==> src/hdl/epiu_pkg.sv <==
// constants shared by the external pin interrupt unit
`default_nettype none
package epiu_pkg;
	localparam int EPIU_AW = 6;
	localparam int EPIU_DW = 8;
	localparam int EPIU_LOW_PINS = 8;
	localparam int EPIU_HIGH_PINS = 4;
	localparam int EPIU_SYNC_W = 13;

	// register offsets
	localparam logic [5:0] EPIU_OFS_LOW_MASK = 6'h12;
	localparam logic [5:0] EPIU_OFS_HIGH_MASK = 6'h20;
	localparam logic [5:0] EPIU_OFS_SENSE = 6'h35;
	localparam logic [5:0] EPIU_OFS_ENABLE = 6'h3b;
	localparam logic [5:0] EPIU_OFS_FLAGS = 6'h3a;

	// field positions
	localparam int EPIU_BIT_SENSE_LO = 0;
	localparam int EPIU_BIT_SENSE_HI = 1;
	localparam int EPIU_BIT_EXT = 6;
	localparam int EPIU_BIT_HIGH = 5;
	localparam int EPIU_BIT_LOW = 4;

	// writable bits per register, everything else reads zero
	localparam logic [7:0] EPIU_SENSE_WMASK = 8'h03;
	localparam logic [7:0] EPIU_GROUP_WMASK = 8'h70;
	localparam logic [7:0] EPIU_HIGH_MASK_WMASK = 8'h0f;
	localparam logic [7:0] EPIU_LOW_MASK_WMASK = 8'hff;

	// values after reset
	localparam logic [7:0] EPIU_RST_LOW_MASK = 8'h00;
	localparam logic [3:0] EPIU_RST_HIGH_MASK = 4'h0;
	localparam logic [1:0] EPIU_RST_SENSE = 2'h0;
	localparam logic [2:0] EPIU_RST_ENABLE = 3'h0;
	localparam logic [2:0] EPIU_RST_FLAGS = 3'h0;
	localparam logic [7:0] EPIU_RST_RDATA = 8'h00;

	// sense modes
	typedef enum logic [1:0] {
		EPIU_SENSE_LOW = 2'h0,
		EPIU_SENSE_ANY = 2'h1,
		EPIU_SENSE_FALL = 2'h2,
		EPIU_SENSE_RISE = 2'h3
	} epiu_sense_e;

	// vector addresses
	localparam logic [15:0] EPIU_VEC_NONE = 16'h0000;
	localparam logic [15:0] EPIU_VEC_EXT = 16'h0001;
	localparam logic [15:0] EPIU_VEC_LOW = 16'h0002;
	localparam logic [15:0] EPIU_VEC_HIGH = 16'h0003;
endpackage : epiu_pkg
`default_nettype wire

==> src/hdl/epiu_sync.sv <==
// two flip-flop synchroniser for a bundle of pin levels
`timescale 1ns/1ps
`default_nettype none
module epiu_sync #(
	parameter int W = 1
) (
	input wire logic clk,
	input wire logic rst_n,
	input wire logic [W-1:0] async_in,
	output logic [W-1:0] sync_out
);
	logic [W-1:0] meta_reg;
	logic [W-1:0] meta_next;
	logic [W-1:0] stable_reg;
	logic [W-1:0] stable_next;

	// first stage feeds only the second stage
	always_comb begin
		meta_next = async_in;
		stable_next = meta_reg;
	end

	always_ff @(posedge clk or negedge rst_n) begin
		if (!rst_n) begin
			meta_reg <= '0;
			stable_reg <= '0;
		end else begin
			meta_reg <= meta_next;
			stable_reg <= stable_next;
		end
	end

	assign sync_out = stable_reg;
endmodule : epiu_sync
`default_nettype wire

==> src/hdl/epiu_top.sv <==
// external pin and pin-change interrupt unit with its register file
//
// Local design decision: the strobed register port.
`timescale 1ns/1ps
`default_nettype none
// Summary of operation
// - sense field: 00 low level, 01 any change, 10 falling, 11 rising
// - interrupt pin is synchronised first; pulses over one clock always seen
// - external request only when its enable and global enable are set
// - pin activity requests even when the pin is driven as an output
// - high group change with group and global enable raises request
// - low group change with group and global enable raises request
// - reserved bits of enable and flag registers read zero
// - triggering edge sets external flag; ack or write-one clears it
// - external flag held clear while low-level sensing is chosen
// - high group change sets high flag; ack or write-one clears
// - low group change sets low flag; ack or write-one clears
// - pending, enabled and globally enabled flag vectors the core
// - each high mask bit enables change detection on one pin
// - upper reserved bits of high group mask read zero
// - low group mask: eight read-write bits, reset to zero
// - pin changes and low level give an unclocked wake signal
// - edge detection on the interrupt pin stops without the i/o clock
// - vectors: external 0x0001, low group 0x0002, high group 0x0003
module epiu_top
	import epiu_pkg::*;
(
	input wire logic clk,
	input wire logic rst_n,
	input wire logic [5:0] reg_addr,
	input wire logic [7:0] reg_wdata,
	input wire logic reg_wr,
	input wire logic reg_rd,
	output logic [7:0] reg_rdata,
	input wire logic ext_irq_pin,
	input wire logic [7:0] low_group_pins,
	input wire logic [3:0] high_group_pins,
	input wire logic io_clk_run,
	input wire logic global_irq_enable,
	input wire logic ack_ext,
	input wire logic ack_low,
	input wire logic ack_high,
	output logic ext_irq_request,
	output logic low_group_request,
	output logic high_group_request,
	output logic irq_valid,
	output logic [15:0] irq_vector,
	output logic async_wake
);
	// synchronised pins and their previous samples
	logic [12:0] pins_raw;
	logic [12:0] pins_sync;
	logic [12:0] pins_prev_reg;
	logic [12:0] pins_prev_next;
	logic io_run_sync;

	// software-visible state
	logic [7:0] low_mask_reg;
	logic [7:0] low_mask_next;
	logic [3:0] high_mask_reg;
	logic [3:0] high_mask_next;
	logic [1:0] sense_reg;
	logic [1:0] sense_next;
	logic [2:0] enable_reg;
	logic [2:0] enable_next;
	logic [2:0] flags_reg;
	logic [2:0] flags_next;
	logic [7:0] rdata_reg;
	logic [7:0] rdata_next;

	// request outputs
	logic ext_req_reg;
	logic ext_req_next;
	logic low_req_reg;
	logic low_req_next;
	logic high_req_reg;
	logic high_req_next;
	logic valid_reg;
	logic valid_next;
	logic [15:0] vector_reg;
	logic [15:0] vector_next;

	// decode and event terms
	logic wr_low_mask;
	logic wr_high_mask;
	logic wr_sense;
	logic wr_enable;
	logic wr_flags;
	logic ext_s;
	logic ext_p;
	logic ext_trig;
	logic level_mode;
	logic [7:0] low_change;
	logic [3:0] high_change;
	logic low_trig;
	logic high_trig;
	logic [2:0] flag_set;
	logic [2:0] flag_clr;
	logic [2:0] flags_view;
	logic [7:0] low_live;
	logic [3:0] high_live;
	logic ext_pending;
	logic low_pending;
	logic high_pending;

	// the pin level is read regardless of port direction, so an output
	// driven by software still reaches the detectors
	assign pins_raw = {ext_irq_pin, high_group_pins, low_group_pins};

	epiu_sync #(
		.W(EPIU_SYNC_W)
	) u_pin_sync (
		.clk(clk),
		.rst_n(rst_n),
		.async_in(pins_raw),
		.sync_out(pins_sync)
	);

	epiu_sync #(
		.W(1)
	) u_io_sync (
		.clk(clk),
		.rst_n(rst_n),
		.async_in(io_clk_run),
		.sync_out(io_run_sync)
	);

	assign ext_s = pins_sync[12];
	assign ext_p = pins_prev_reg[12];
	assign level_mode = (sense_reg == EPIU_SENSE_LOW);

	// register decode
	always_comb begin
		wr_low_mask = reg_wr && (reg_addr == EPIU_OFS_LOW_MASK);
		wr_high_mask = reg_wr && (reg_addr == EPIU_OFS_HIGH_MASK);
		wr_sense = reg_wr && (reg_addr == EPIU_OFS_SENSE);
		wr_enable = reg_wr && (reg_addr == EPIU_OFS_ENABLE);
		wr_flags = reg_wr && (reg_addr == EPIU_OFS_FLAGS);
	end

	// edge detector on the synchronised interrupt pin; a pulse held over
	// one clock is always caught by two successive samples
	always_comb begin
		ext_trig = 1'b0;
		case (epiu_sense_e'(sense_reg))
			EPIU_SENSE_LOW: ext_trig = 1'b0;
			EPIU_SENSE_ANY: ext_trig = ext_s ^ ext_p;
			EPIU_SENSE_FALL: ext_trig = ext_p & ~ext_s;
			EPIU_SENSE_RISE: ext_trig = ~ext_p & ext_s;
			default: ext_trig = 1'b0;
		endcase
		// without the i/o clock no edge is recognised
		if (!io_run_sync) begin
			ext_trig = 1'b0;
		end
	end

	// per-pin change detection gated by its mask bit
	genvar gi;
	generate
		for (gi = 0; gi < EPIU_LOW_PINS; gi++) begin : g_low
			assign low_change[gi] = low_mask_reg[gi]
				& (pins_sync[gi] ^ pins_prev_reg[gi]);
			assign low_live[gi] = low_mask_reg[gi]
				& (low_group_pins[gi] ^ pins_sync[gi]);
		end
		for (gi = 0; gi < EPIU_HIGH_PINS; gi++) begin : g_high
			assign high_change[gi] = high_mask_reg[gi]
				& (pins_sync[EPIU_LOW_PINS + gi]
				^ pins_prev_reg[EPIU_LOW_PINS + gi]);
			assign high_live[gi] = high_mask_reg[gi]
				& (high_group_pins[gi]
				^ pins_sync[EPIU_LOW_PINS + gi]);
		end
	endgenerate

	assign low_trig = |low_change;
	assign high_trig = |high_change;

	// unclocked wake: raw pin against its settled sample, and a raw low
	// level; lets a sleep controller restart clocks before any edge
	always_comb begin
		async_wake = 1'b0;
		if (enable_reg[2] && level_mode && !ext_irq_pin) begin
			async_wake = 1'b1;
		end
		if (enable_reg[1] && (|high_live)) begin
			async_wake = 1'b1;
		end
		if (enable_reg[0] && (|low_live)) begin
			async_wake = 1'b1;
		end
	end

	// flag set and clear terms; index 2 external, 1 high, 0 low
	always_comb begin
		flag_set = {ext_trig, high_trig, low_trig};
		flag_clr = {ack_ext, ack_high, ack_low};
		if (wr_flags) begin
			flag_clr = flag_clr | {reg_wdata[EPIU_BIT_EXT],
				reg_wdata[EPIU_BIT_HIGH],
				reg_wdata[EPIU_BIT_LOW]};
		end
	end

	// register file next state
	always_comb begin
		low_mask_next = low_mask_reg;
		high_mask_next = high_mask_reg;
		sense_next = sense_reg;
		enable_next = enable_reg;
		pins_prev_next = pins_sync;
		if (wr_low_mask) begin
			low_mask_next = reg_wdata & EPIU_LOW_MASK_WMASK;
		end
		if (wr_high_mask) begin
			high_mask_next = reg_wdata[3:0];
		end
		if (wr_sense) begin
			sense_next = reg_wdata[EPIU_BIT_SENSE_HI:EPIU_BIT_SENSE_LO];
		end
		if (wr_enable) begin
			enable_next = reg_wdata[EPIU_BIT_EXT:EPIU_BIT_LOW];
		end
		// a new event in the clearing cycle is kept: set wins
		flags_next = (flags_reg & ~flag_clr) | flag_set;
		if (level_mode) begin
			flags_next[2] = 1'b0;
		end
	end

	// the forced clear lands one edge after a switch to level sensing;
	// the read path hides that edge so software never sees the bit set
	assign flags_view[2] = flags_reg[2] & ~level_mode;
	assign flags_view[1:0] = flags_reg[1:0];

	// read data stands for the one cycle after the strobe only
	always_comb begin
		rdata_next = EPIU_RST_RDATA;
		if (reg_rd) begin
			case (reg_addr)
				EPIU_OFS_LOW_MASK: rdata_next = low_mask_reg;
				EPIU_OFS_HIGH_MASK: rdata_next = {4'h0, high_mask_reg};
				EPIU_OFS_SENSE: rdata_next = {6'h00, sense_reg};
				EPIU_OFS_ENABLE: rdata_next = {1'b0, enable_reg, 4'h0};
				EPIU_OFS_FLAGS: rdata_next = {1'b0, flags_view, 4'h0};
				default: rdata_next = EPIU_RST_RDATA;
			endcase
		end
	end

	// requests toward the core, gated by group and global enable
	always_comb begin
		if (level_mode) begin
			// low level requests directly while held, no flag involved
			ext_pending = ~ext_s;
		end else begin
			ext_pending = flags_reg[2];
		end
		ext_pending = ext_pending & enable_reg[2] & global_irq_enable;
		high_pending = flags_reg[1] & enable_reg[1] & global_irq_enable;
		low_pending = flags_reg[0] & enable_reg[0] & global_irq_enable;
		ext_req_next = ext_pending;
		low_req_next = low_pending;
		high_req_next = high_pending;
		valid_next = ext_pending | low_pending | high_pending;
		// lowest vector address wins when several are pending
		if (ext_pending) begin
			vector_next = EPIU_VEC_EXT;
		end else if (low_pending) begin
			vector_next = EPIU_VEC_LOW;
		end else if (high_pending) begin
			vector_next = EPIU_VEC_HIGH;
		end else begin
			vector_next = EPIU_VEC_NONE;
		end
		// an acknowledged source drops at once so it is not taken twice
		if (ack_ext) begin
			ext_req_next = 1'b0;
		end
		if (ack_low) begin
			low_req_next = 1'b0;
		end
		if (ack_high) begin
			high_req_next = 1'b0;
		end
		if (ack_ext || ack_low || ack_high) begin
			valid_next = 1'b0;
			vector_next = EPIU_VEC_NONE;
		end
	end

	// pin history, configuration and flags
	always_ff @(posedge clk or negedge rst_n) begin
		if (!rst_n) begin
			pins_prev_reg <= '0;
			low_mask_reg <= EPIU_RST_LOW_MASK;
			high_mask_reg <= EPIU_RST_HIGH_MASK;
			sense_reg <= EPIU_RST_SENSE;
			enable_reg <= EPIU_RST_ENABLE;
			flags_reg <= EPIU_RST_FLAGS;
		end else begin
			pins_prev_reg <= pins_prev_next;
			low_mask_reg <= low_mask_next;
			high_mask_reg <= high_mask_next;
			sense_reg <= sense_next;
			enable_reg <= enable_next;
			flags_reg <= flags_next;
		end
	end

	// read data register
	always_ff @(posedge clk or negedge rst_n) begin
		if (!rst_n) begin
			rdata_reg <= EPIU_RST_RDATA;
		end else begin
			rdata_reg <= rdata_next;
		end
	end

	// request registers; registered so the core never sees a glitch
	// from the flag and enable terms settling
	always_ff @(posedge clk or negedge rst_n) begin
		if (!rst_n) begin
			ext_req_reg <= 1'b0;
			low_req_reg <= 1'b0;
			high_req_reg <= 1'b0;
			valid_reg <= 1'b0;
			vector_reg <= EPIU_VEC_NONE;
		end else begin
			ext_req_reg <= ext_req_next;
			low_req_reg <= low_req_next;
			high_req_reg <= high_req_next;
			valid_reg <= valid_next;
			vector_reg <= vector_next;
		end
	end

	assign reg_rdata = rdata_reg;
	assign ext_irq_request = ext_req_reg;
	assign low_group_request = low_req_reg;
	assign high_group_request = high_req_reg;
	assign irq_valid = valid_reg;
	assign irq_vector = vector_reg;
endmodule : epiu_top
`default_nettype wire

==> config.mk <==
export PLATFORM = sky130hd
export DESIGN_NAME = epiu_top
export DESIGN_NICKNAME = d
export VERILOG_FILES = /design/src/hdl/epiu_pkg.sv /design/src/hdl/epiu_sync.sv /design/src/hdl/epiu_top.sv
export SDC_FILE = /design/constraint.sdc
export NUM_CORES = 1
export LEC_CHECK = 0
export ABC_AREA = 1
export BUFFER_PORTS_ARGS = -buffer_cell sky130_fd_sc_hd__buf_4
export CAP_MARGIN = 0
export CORE_MARGIN = 4
export CORE_UTILIZATION = 54
export DETAILED_ROUTE_END_ITERATION = 8
export PLACE_DENSITY = 0.78
export REMOVE_ABC_BUFFERS = 1
export SYNTH_ARGS = -nofsm -noshare
export SYNTH_HDL_FRONTEND = slang
export SYNTH_SLANG_ARGS = --single-unit
==> constraint.sdc <==
create_clock -name clk -period 1.6 [get_ports clk]
set_clock_uncertainty 0.05 [all_clocks]
set_input_delay 0.32 -clock clk [delete_from_list [all_inputs] [get_ports clk]]
set_output_delay 0.32 -clock clk [all_outputs]
set_load 0.02 [all_outputs]
# After elaboration in Yosys (flattened, before gate mapping)
# Index checks and enable logic that the tools add are counted.
# totals
ramBits	0
regBits	89
inputBits	36
rom_bits	0
word_cells	126
n_memories	0
latchBits	0
# classes
n_reduce_logical	17
muxes	18
addsub	0
n_eq_ne	8
bitwise_logic	67
shifts	0
n_mul	0
n_div	0
order_cmp	0
# ops
op	n
$mux W16	3
$pmux W8 S5	1
$and A1 B1 Y1	33
$xor A1 B1 Y1	25
$eq A6 B6 Y1 const B	4
$reduce_or A8 Y1	2
$mux W1	10
$logic_and A1 B1 Y1	9
$mux W8	1
$reduce_or A4 Y1	2
$eq A6 B5 Y1 const B	1
$or A3 B3 Y3	2
$eq A2 B2 Y1 const B	2
$pmux W1 S4	1
$and A3 B3 Y3	1
$mux W3	1
$not A1 Y1	3
$not A3 Y3	1
$eq A2 B1 Y1 const B	1
$logic_not A2 Y1	1
$logic_or A1 B1 Y1	2
$mux W2	1
$or A1 B1 Y1	2
$logic_not A1 Y1	1

# Logic depth before layout (Yosys ltp)
# Gate-level depths: netlist of the first run.
# logic_depth
depth_word	7
mapped_depth	8

# Cells and area by module
# A second synthesis of the first run with hierarchy kept.
# hier_totals
hier_cells	356
hier_area_um2	3253.1
# modules_own_cells
mod	seq_area_each_um2	cells_each	instances	area_each_um2
epiu_top	1176.1	328	1	2552.4
epiu_sync (u_pin_sync)	650.6	26	1	650.6
epiu_sync (u_io_sync)	50.0	2	1	50.0

# Worst setup path after synthesis of the first run
# No wires, ideal clock.
# synth_timing
path_type	reg2out
from	register u_pin_sync.stable_reg[6] (netlist: u_pin_sync.sync_out[6])
to	output port async_wake
path_buffers	0
slack_ps	151
t_arrival_ps	1079
stages_incl_launch_ff	8
t_required_ps	1230
cell_sequence	dfrtp_1 -> or2_2 -> nand2_1 -> nand2_1 -> nor2_1 -> nand2_1 -> nand2_1 -> nand2_1
# synth_between
elab_chain_len	5
# synth_rtl
element	line	rtl
from (decl)	epiu_sync.sv:14	logic [W-1:0] stable_reg;
from (signal assigned)	epiu_sync.sv:29	stable_reg <= stable_next;
$xor A1 B1 Y1	epiu_top.sv:165	& (low_group_pins[gi] ^ pins_sync[gi]);
$and A1 B1 Y1	epiu_top.sv:165	
$reduce_or A8 Y1	epiu_top.sv:190	if (enable_reg[0] && (|low_live)) begin
$logic_and A1 B1 Y1	epiu_top.sv:190	
$mux W1	epiu_top.sv:190	
to (decl)	epiu_top.sv:48	output logic async_wake
# No other way between the ends.

# Worst setup path in the final report of the first run
# Ends and elaborated chain as after synthesis.

==> metrics.md, run 1 <==
| Metric | Value |
|---|---|
| Outcome | complete, but fails checks |
| Failing checks | setup timing |
| Clk pwr share | 0.394 |
| Pint | around 3.4 mW |
| Worst hold path class | input pin to register |
| Sequential area share after synthesis | 0.591 |
| Die W | around 85 µm |
| Detailed placement HPWL | ~4700 µm |
| CP endpoint kind | output pin |
| LEAKAGE | about 2.1 nW |
| Seq pwr share | 0.473 |
| Die height | around 85 µm |
| Crit path DAT | 1490 ps |
| Largest net degree at the start of global routing | 76 |
| Final Hold Vio Count | 0 |
| R2r endpoint | irq_vector[1] |
| Final wirelength | approximately 6500 µm |
| CP max stage delay | roughly 380 ps |
| Initial core utilization | 0.566 |
| Routed vias/inst | between 4 and 5 |
| I/O pins | 65 |
| Library cells used by synthesis | 21 |
| Hold Path Depth | 1 |
| CP Launch Type | register |
| Reg2reg start | sense_reg[1] |
| WHS Endpoint | u_io_sync.meta_reg |
| Final worst path period share | 1.16 |
| Fmax | around 540 MHz |
| Flop and latch count out of synthesis | 75 |
| First-pass GRT wire length | 11100 µm |
| N_diodes | 0 |
| Cells after Synth | 350 |
| Worst path required time | 1230 ps |
| Initial antenna violation count | 0 |
| Total power | about 4.5 mW |
| RSZ-0062 raised after global routing | yes |
| Critical setup path kind | register to output pin |
| NumNets Final | ~460 |
| Most frequent CP cell | nand2_1 |
| Net Sw Frac | 0.255 |
| Final RePlAce weighted congestion | 0.855 |
| Core ar. | 5610 µm² |
| Largest fanout on the critical path | 3 |
| Synthesis Warnings | 0 |
| DR vias | between 2k and 2.5k |
| Hold Slack | 20.8 ps |
| Commonest non-fill, non-tap cell in the layout | dfrtp_1 |
| Hold path start | io_clk_run |
| Max Buffers Root-to-Sink | 2 |
| Vias in the first global route | between 2k and 2.5k |
| Root Driver | clkbuf_8 |
| Max-Cap Viols | 0 |
| Worst R2R Path Depth | 8 |
| Setup slack after layout | -259 ps |
| Top delay family on crit path | flip-flops |
| Die Area | roughly 7200 µm² |
| Routed WL per cell | around 13 µm |
| Initial DRC count | between 150 and 200 |
| P_sw | around 1.2 mW |
| Power Dens Cells | roughly 1200 nW/µm² |
| Flop2flop setup slack | between 200 and 300 ps |
| Antenna-violating nets left | 0 |
| Slowest stage cell, crit path | dfrtp_1 |
| Final setup fails | 1 |
| CP cell instances | buf_4 > a21oi_2 > nand2_2 > nand2_1 > nor2_1 > nand2_1 > nand2_1 > nand2_1 > buf_6 |
| Mapped cell area | around 3200 µm² |
| CTS Buf Count | 9 |
| Worst-Skew Late Latency | 350 ps |
| Area delta synth->final | 23.6% |
| Tmin final | between 1500 and 2000 ps |
| CTS tree | built |
| I/O Buffers | 50 |
| TNS Setup | -259 ps |
| Clock sinks | between 70 and 80 |
| Maximum vdd drop | slightly above 0.0008 V |
| Tot GR Track Use | 0.199 |
| Drt first pass iters | 4 |
| Syn_area_per_cell | slightly above 9 µm² |
| Clock transition at path regs | 80 ps |
| H-tree depth | 3 |
| Comb pwr share | 0.133 |
| Residual DRC count | 0 |
| Fill count | around 450 |
| WP buf/inv | 2 |
| Share of layout cells above drive strength 1 | 0.209 |
| Highest-count cells in the layout ignoring fill and taps | 75 x dfrtp_1, 74 x nand2_1, 58 x buf_4, 53 x inv_1, 40 x nor2_1 |
| Rows | 27 |
| Total gr overflow | 0 |
| Slew Viols, Final | 0 |
[cell families after synthesis]
group                    Yosys count  share of synthesized area
flip-flops                        75                      0.591
AO/OA/AOI/OAI                     48                     0.0796
other                              1                    0.00118
buffers and inverters             68                      0.102
AND/OR/NAND/NOR                  152                      0.207
adder cells (fa/ha/maj)            2                    0.00788
XOR/XNOR                           4                     0.0110
[area by class of cell]
cell class / instances / area, µm² / area share
clock buffers: 10 / 138 / 0.0351
flip-flops and latches: 75 / 1880 / 0.478
well taps: 72 / 90.1 / 0.0229
multi-input cells: 220 / 1030 / 0.264
repair buffers: 61 / 477 / 0.121
inverters: 53 / 199 / 0.0507
clock inverters: 6 / 111 / 0.0284
[power groups by stage]
stage / combinational [mW] / clock [mW] / sequential, mW
2_1_floorplan: 0.317 / 0 / 2.16
4_1_cts: 0.606 / 1.82 / 2.14
3_5_place_dp: 0.585 / 0 / 2.17
3_3_place_gp: 0.570 / 0 / 2.17
5_1_grt: 0.689 / 1.90 / 2.15
6_report: 0.601 / 1.78 / 2.14
[stage by stage]
stage	instances	worst slack [ps]	instance area [µm²]	util
global placement	479	-30.4	3640	0.650
detailed placement	479	-22.0	3640	0.650
floorplan	348	151	3100	-
finish	497	-259	3930	0.700
global route	497	-355	3930	0.700
CTS	496	-278	3920	0.699
[synth_stat cells (all sizes together)]
library cell | count | area share
a21oi | 12 | 0.019
xnor2 | 4 | 0.011
dfrtp | 75 | 0.59
nand2 | 80 | 0.10
nand4 | 3 | 0.0059
nand3 | 23 | 0.036
o21a | 2 | 0.0047
o21ai | 34 | 0.056
ha | 2 | 0.0079
inv | 53 | 0.063
buf | 15 | 0.039
conb | 1 | 0.0012
or2 | 1 | 0.0020
nor2 | 42 | 0.055
nor3 | 3 | 0.0083
[per-layer routing]
layer	vias up	part of all wire	global-route usage
met5	-	0	0
met4	0	0.013	0.0647
met3	9	0.076	0.0687
met2	89	0.49	0.320
met1	1103	0.42	0.252
li1	1207	-	-
[worst max path at each step]
stage                           start         end  slack, ps  cells past startpoint
2_1_floorplan  u_pin_sync.sync_out[6]  async_wake        150                      7
3_3_place_gp        low_group_pins[6]  async_wake        -30                      9
3_5_place_dp        low_group_pins[6]  async_wake        -20                      9
4_1_cts        u_pin_sync.sync_out[6]  async_wake       -280                      8
5_1_grt        u_pin_sync.sync_out[7]  async_wake       -360                      9
6_report       u_pin_sync.sync_out[6]  async_wake       -260                      9
[what timing repair did]
item                                    CTS  global route
endpoints found under the setup margin    1             1
hold buffers                              1             0
resized for setup                         5             1
hold endpoints to repair                 75             0
pin swaps                                 6             2
setup buffers                             0             1
Power figures use the tool's default switching activity.
==> run 2, diff against run 1 <==
--- a/config.mk
+++ b/config.mk
@@ -11,8 +11,8 @@
 export CORE_MARGIN = 4
 export CORE_UTILIZATION = 54
 export DETAILED_ROUTE_END_ITERATION = 8
+export HOLD_SLACK_MARGIN = 0.15
 export PLACE_DENSITY = 0.78
-export REMOVE_ABC_BUFFERS = 1
 export SYNTH_ARGS = -nofsm -noshare
 export SYNTH_HDL_FRONTEND = slang
 export SYNTH_SLANG_ARGS = --single-unit
==> run 2 against run 1 <==
  * Critical path type unchanged
  * Non-clock buffer count up 27
  * Fmax down 0.19%
  * First-iteration DRC count is 8.3% lower
  * The flow still finishes with violations (setup timing)
  * Final cell count up 5.4%
  * Combinational power increased by 9.8%
  * Routed wire length increased by 5.6%
==> metrics.md, run 2 (same netlist as run 1, synthesis figures left out) <==
| Metric | Value |
|---|---|
| Fmax | ~540 MHz |
| Slew Viols, Final | 0 |
| Initial antenna violation count | 0 |
| Final Core Density | 0.747 |
| Rows | 27 |
| Tot GR Track Use | 0.209 |
| Crit path DAT | ~1500 ps |
| Die Area | roughly 7200 µm² |
| Critical setup path kind | register to output pin |
| Root Driver | clkbuf_8 |
| Maximum vdd drop | approximately 0.0007 V |
| Initial DRC count | ~140 |
| Final setup fails | 1 |
| First-pass GRT wire length | 11600 µm |
| Worst-Skew Late Latency | ~350 ps |
| Antenna-violating nets left | 0 |
| Final RePlAce weighted congestion | between 0.9 and 1 |
| Multi-input logic area | 1030 µm² |
| H-tree depth | 3 |
| Tmin final | 1860 ps |
| Setup slack after layout | -262 ps |
| CTS Buf Count | 9 |
| Initial core utilization | 0.566 |
| Final Hold Vio Count | 0 |
| Area delta synth->final | 31.9% |
| Largest net degree at the start of global routing | 29 |
| Register area | approximately 1900 µm² |
| Max Buffers Root-to-Sink | 2 |
| Residual DRC count | 0 |
| Drt first pass iters | 4 |
| Vias in the first global route | ~2.6k |
| I/O Buffers | 50 |
| CP endpoint kind | output pin |
| N_diodes | 0 |
| Die height | about 85 µm |
| DR vias | 2536 |
| NumNets Final | ~490 |
| Final worst path period share | 1.16 |
| Highest-count cells in the layout ignoring fill and taps | 75 x nand2_1, 75 x dfrtp_1, 61 x buf_4, 53 x inv_1, 40 x nor2_1 |
| Clock sinks | 75 |
| Failing checks | setup timing |
| CTS tree | built |
| Worst path required time | around 1200 ps |
| Die W | 84.7 µm |
| Clock transition at path regs | about 80 ps |
| Core ar. | 5610 µm² |
| CP Launch Type | register |
| Worst hold path class | input pin to register |
| Dpl ws | -18.4 ps |
| LEAKAGE | approximately 2.2 nW |
| I/O pins | between 60 and 70 |
| Share of layout cells above drive strength 1 | 0.201 |
| Fill count | approximately 420 |
| Routed vias/inst | slightly below 5 |
| Power Dens Cells | 1080 nW/µm² |
| Largest fanout on the critical path | 2 |
| Max-Cap Viols | 0 |
| Final wirelength | about 6800 µm |
| RSZ-0062 raised after global routing | yes |
| Total gr overflow | 0 |
| Routed WL per cell | roughly 13 µm |
| Outcome | complete, but fails checks |
| Detailed placement HPWL | ~4800 µm |
-- run 2: cell types whose count changed in the layout (fill, tap and decap cells not counted), sizes merged --
cell	previous run	this run
dlygate4sd3	1	24
clkinv	1	2
clkinvlp	1	0
buf	60	64
-- run 2: per-stage QoR --
stage / instances / hold slack, ps / TNS, ps / instance area (µm²) / total power [mW]
final: 524 / 177 / -262 / 4190 / 4.53
after global routing: 524 / 167 / -391 / 4190 / 4.78
after CTS: 519 / 158 / -281 / 4150 / 4.55
after global placement: 480 / 212 / -32.8 / 3660 / 2.75
after floorplan: 363 / -25.6 / 0 / 3220 / 2.50
after detailed placement: 480 / 211 / -18.4 / 3660 / 2.76
-- run 2: final cells by class --
cell class                      count  share of cell area
Timing Repair Buffer               88               0.179
Clock buffer                       10              0.0305
Multi-Input combinational cell    220               0.246
Inverter                           53              0.0475
Tap cell                           72              0.0215
Sequential cell                    75               0.448
Clock inverter                      6              0.0269
-- run 2: critical path, cell delays in order, from the launching register on --
cell and delay [ps]:
dfrtp_1 380, or2_4 230, nand2_1 60, nand2_1 50, nor2_1 90, nand2_1 80, nand2_1 60, nand2_1 60
buf_6 130
-- run 2: path summary, 6_finish.rpt --
| path | start | to | slack [ps] | depth (start not counted) |
|---|---|---|---|---|
| worst max-delay path | u_pin_sync.sync_out[6] | async_wake | -260 | 8 |
| min in group asynchronous | rst_n | irq_valid | 390 | 2 |
| max in group asynchronous | rst_n | reg_rdata[2] | 650 | 3 |
| worst max register to register | sense_reg[1] | irq_vector[1] | 260 | 8 |
| worst min-delay path | reg_wdata[6] | low_mask_reg[6] | 180 | 3 |
| worst min register to register | u_pin_sync.meta_reg[2] | u_pin_sync.sync_out[2] | 300 | 0 |
-- run 2: power by group --
part           switching [mW]  internal (mW)
Combinational           0.370          0.290
Sequential             0.0949           2.04
Clock                   0.688           1.04
Total                    1.15           3.37
-- run 2: metal layers --
metal,global-route usage,wire length (µm),vias up
li1,-,-,1252
met5,0,0,-
met4,0.0647,94,0
met2,0.338,3390,56
met3,0.0765,412,12
met1,0.263,2920,1216
-- run 2: timing repair --
| item | 4_1_cts | 5_1_grt |
|---|---|---|
| hold buffers | 23 | 1 |
| endpoints found under the hold margin | 75 | 1 |
| gates resized for setup | 4 | 1 |
| endpoints found under the setup margin | 1 | 1 |
| pin swaps | 6 | 3 |
| buffers inserted | 0 | 4 |
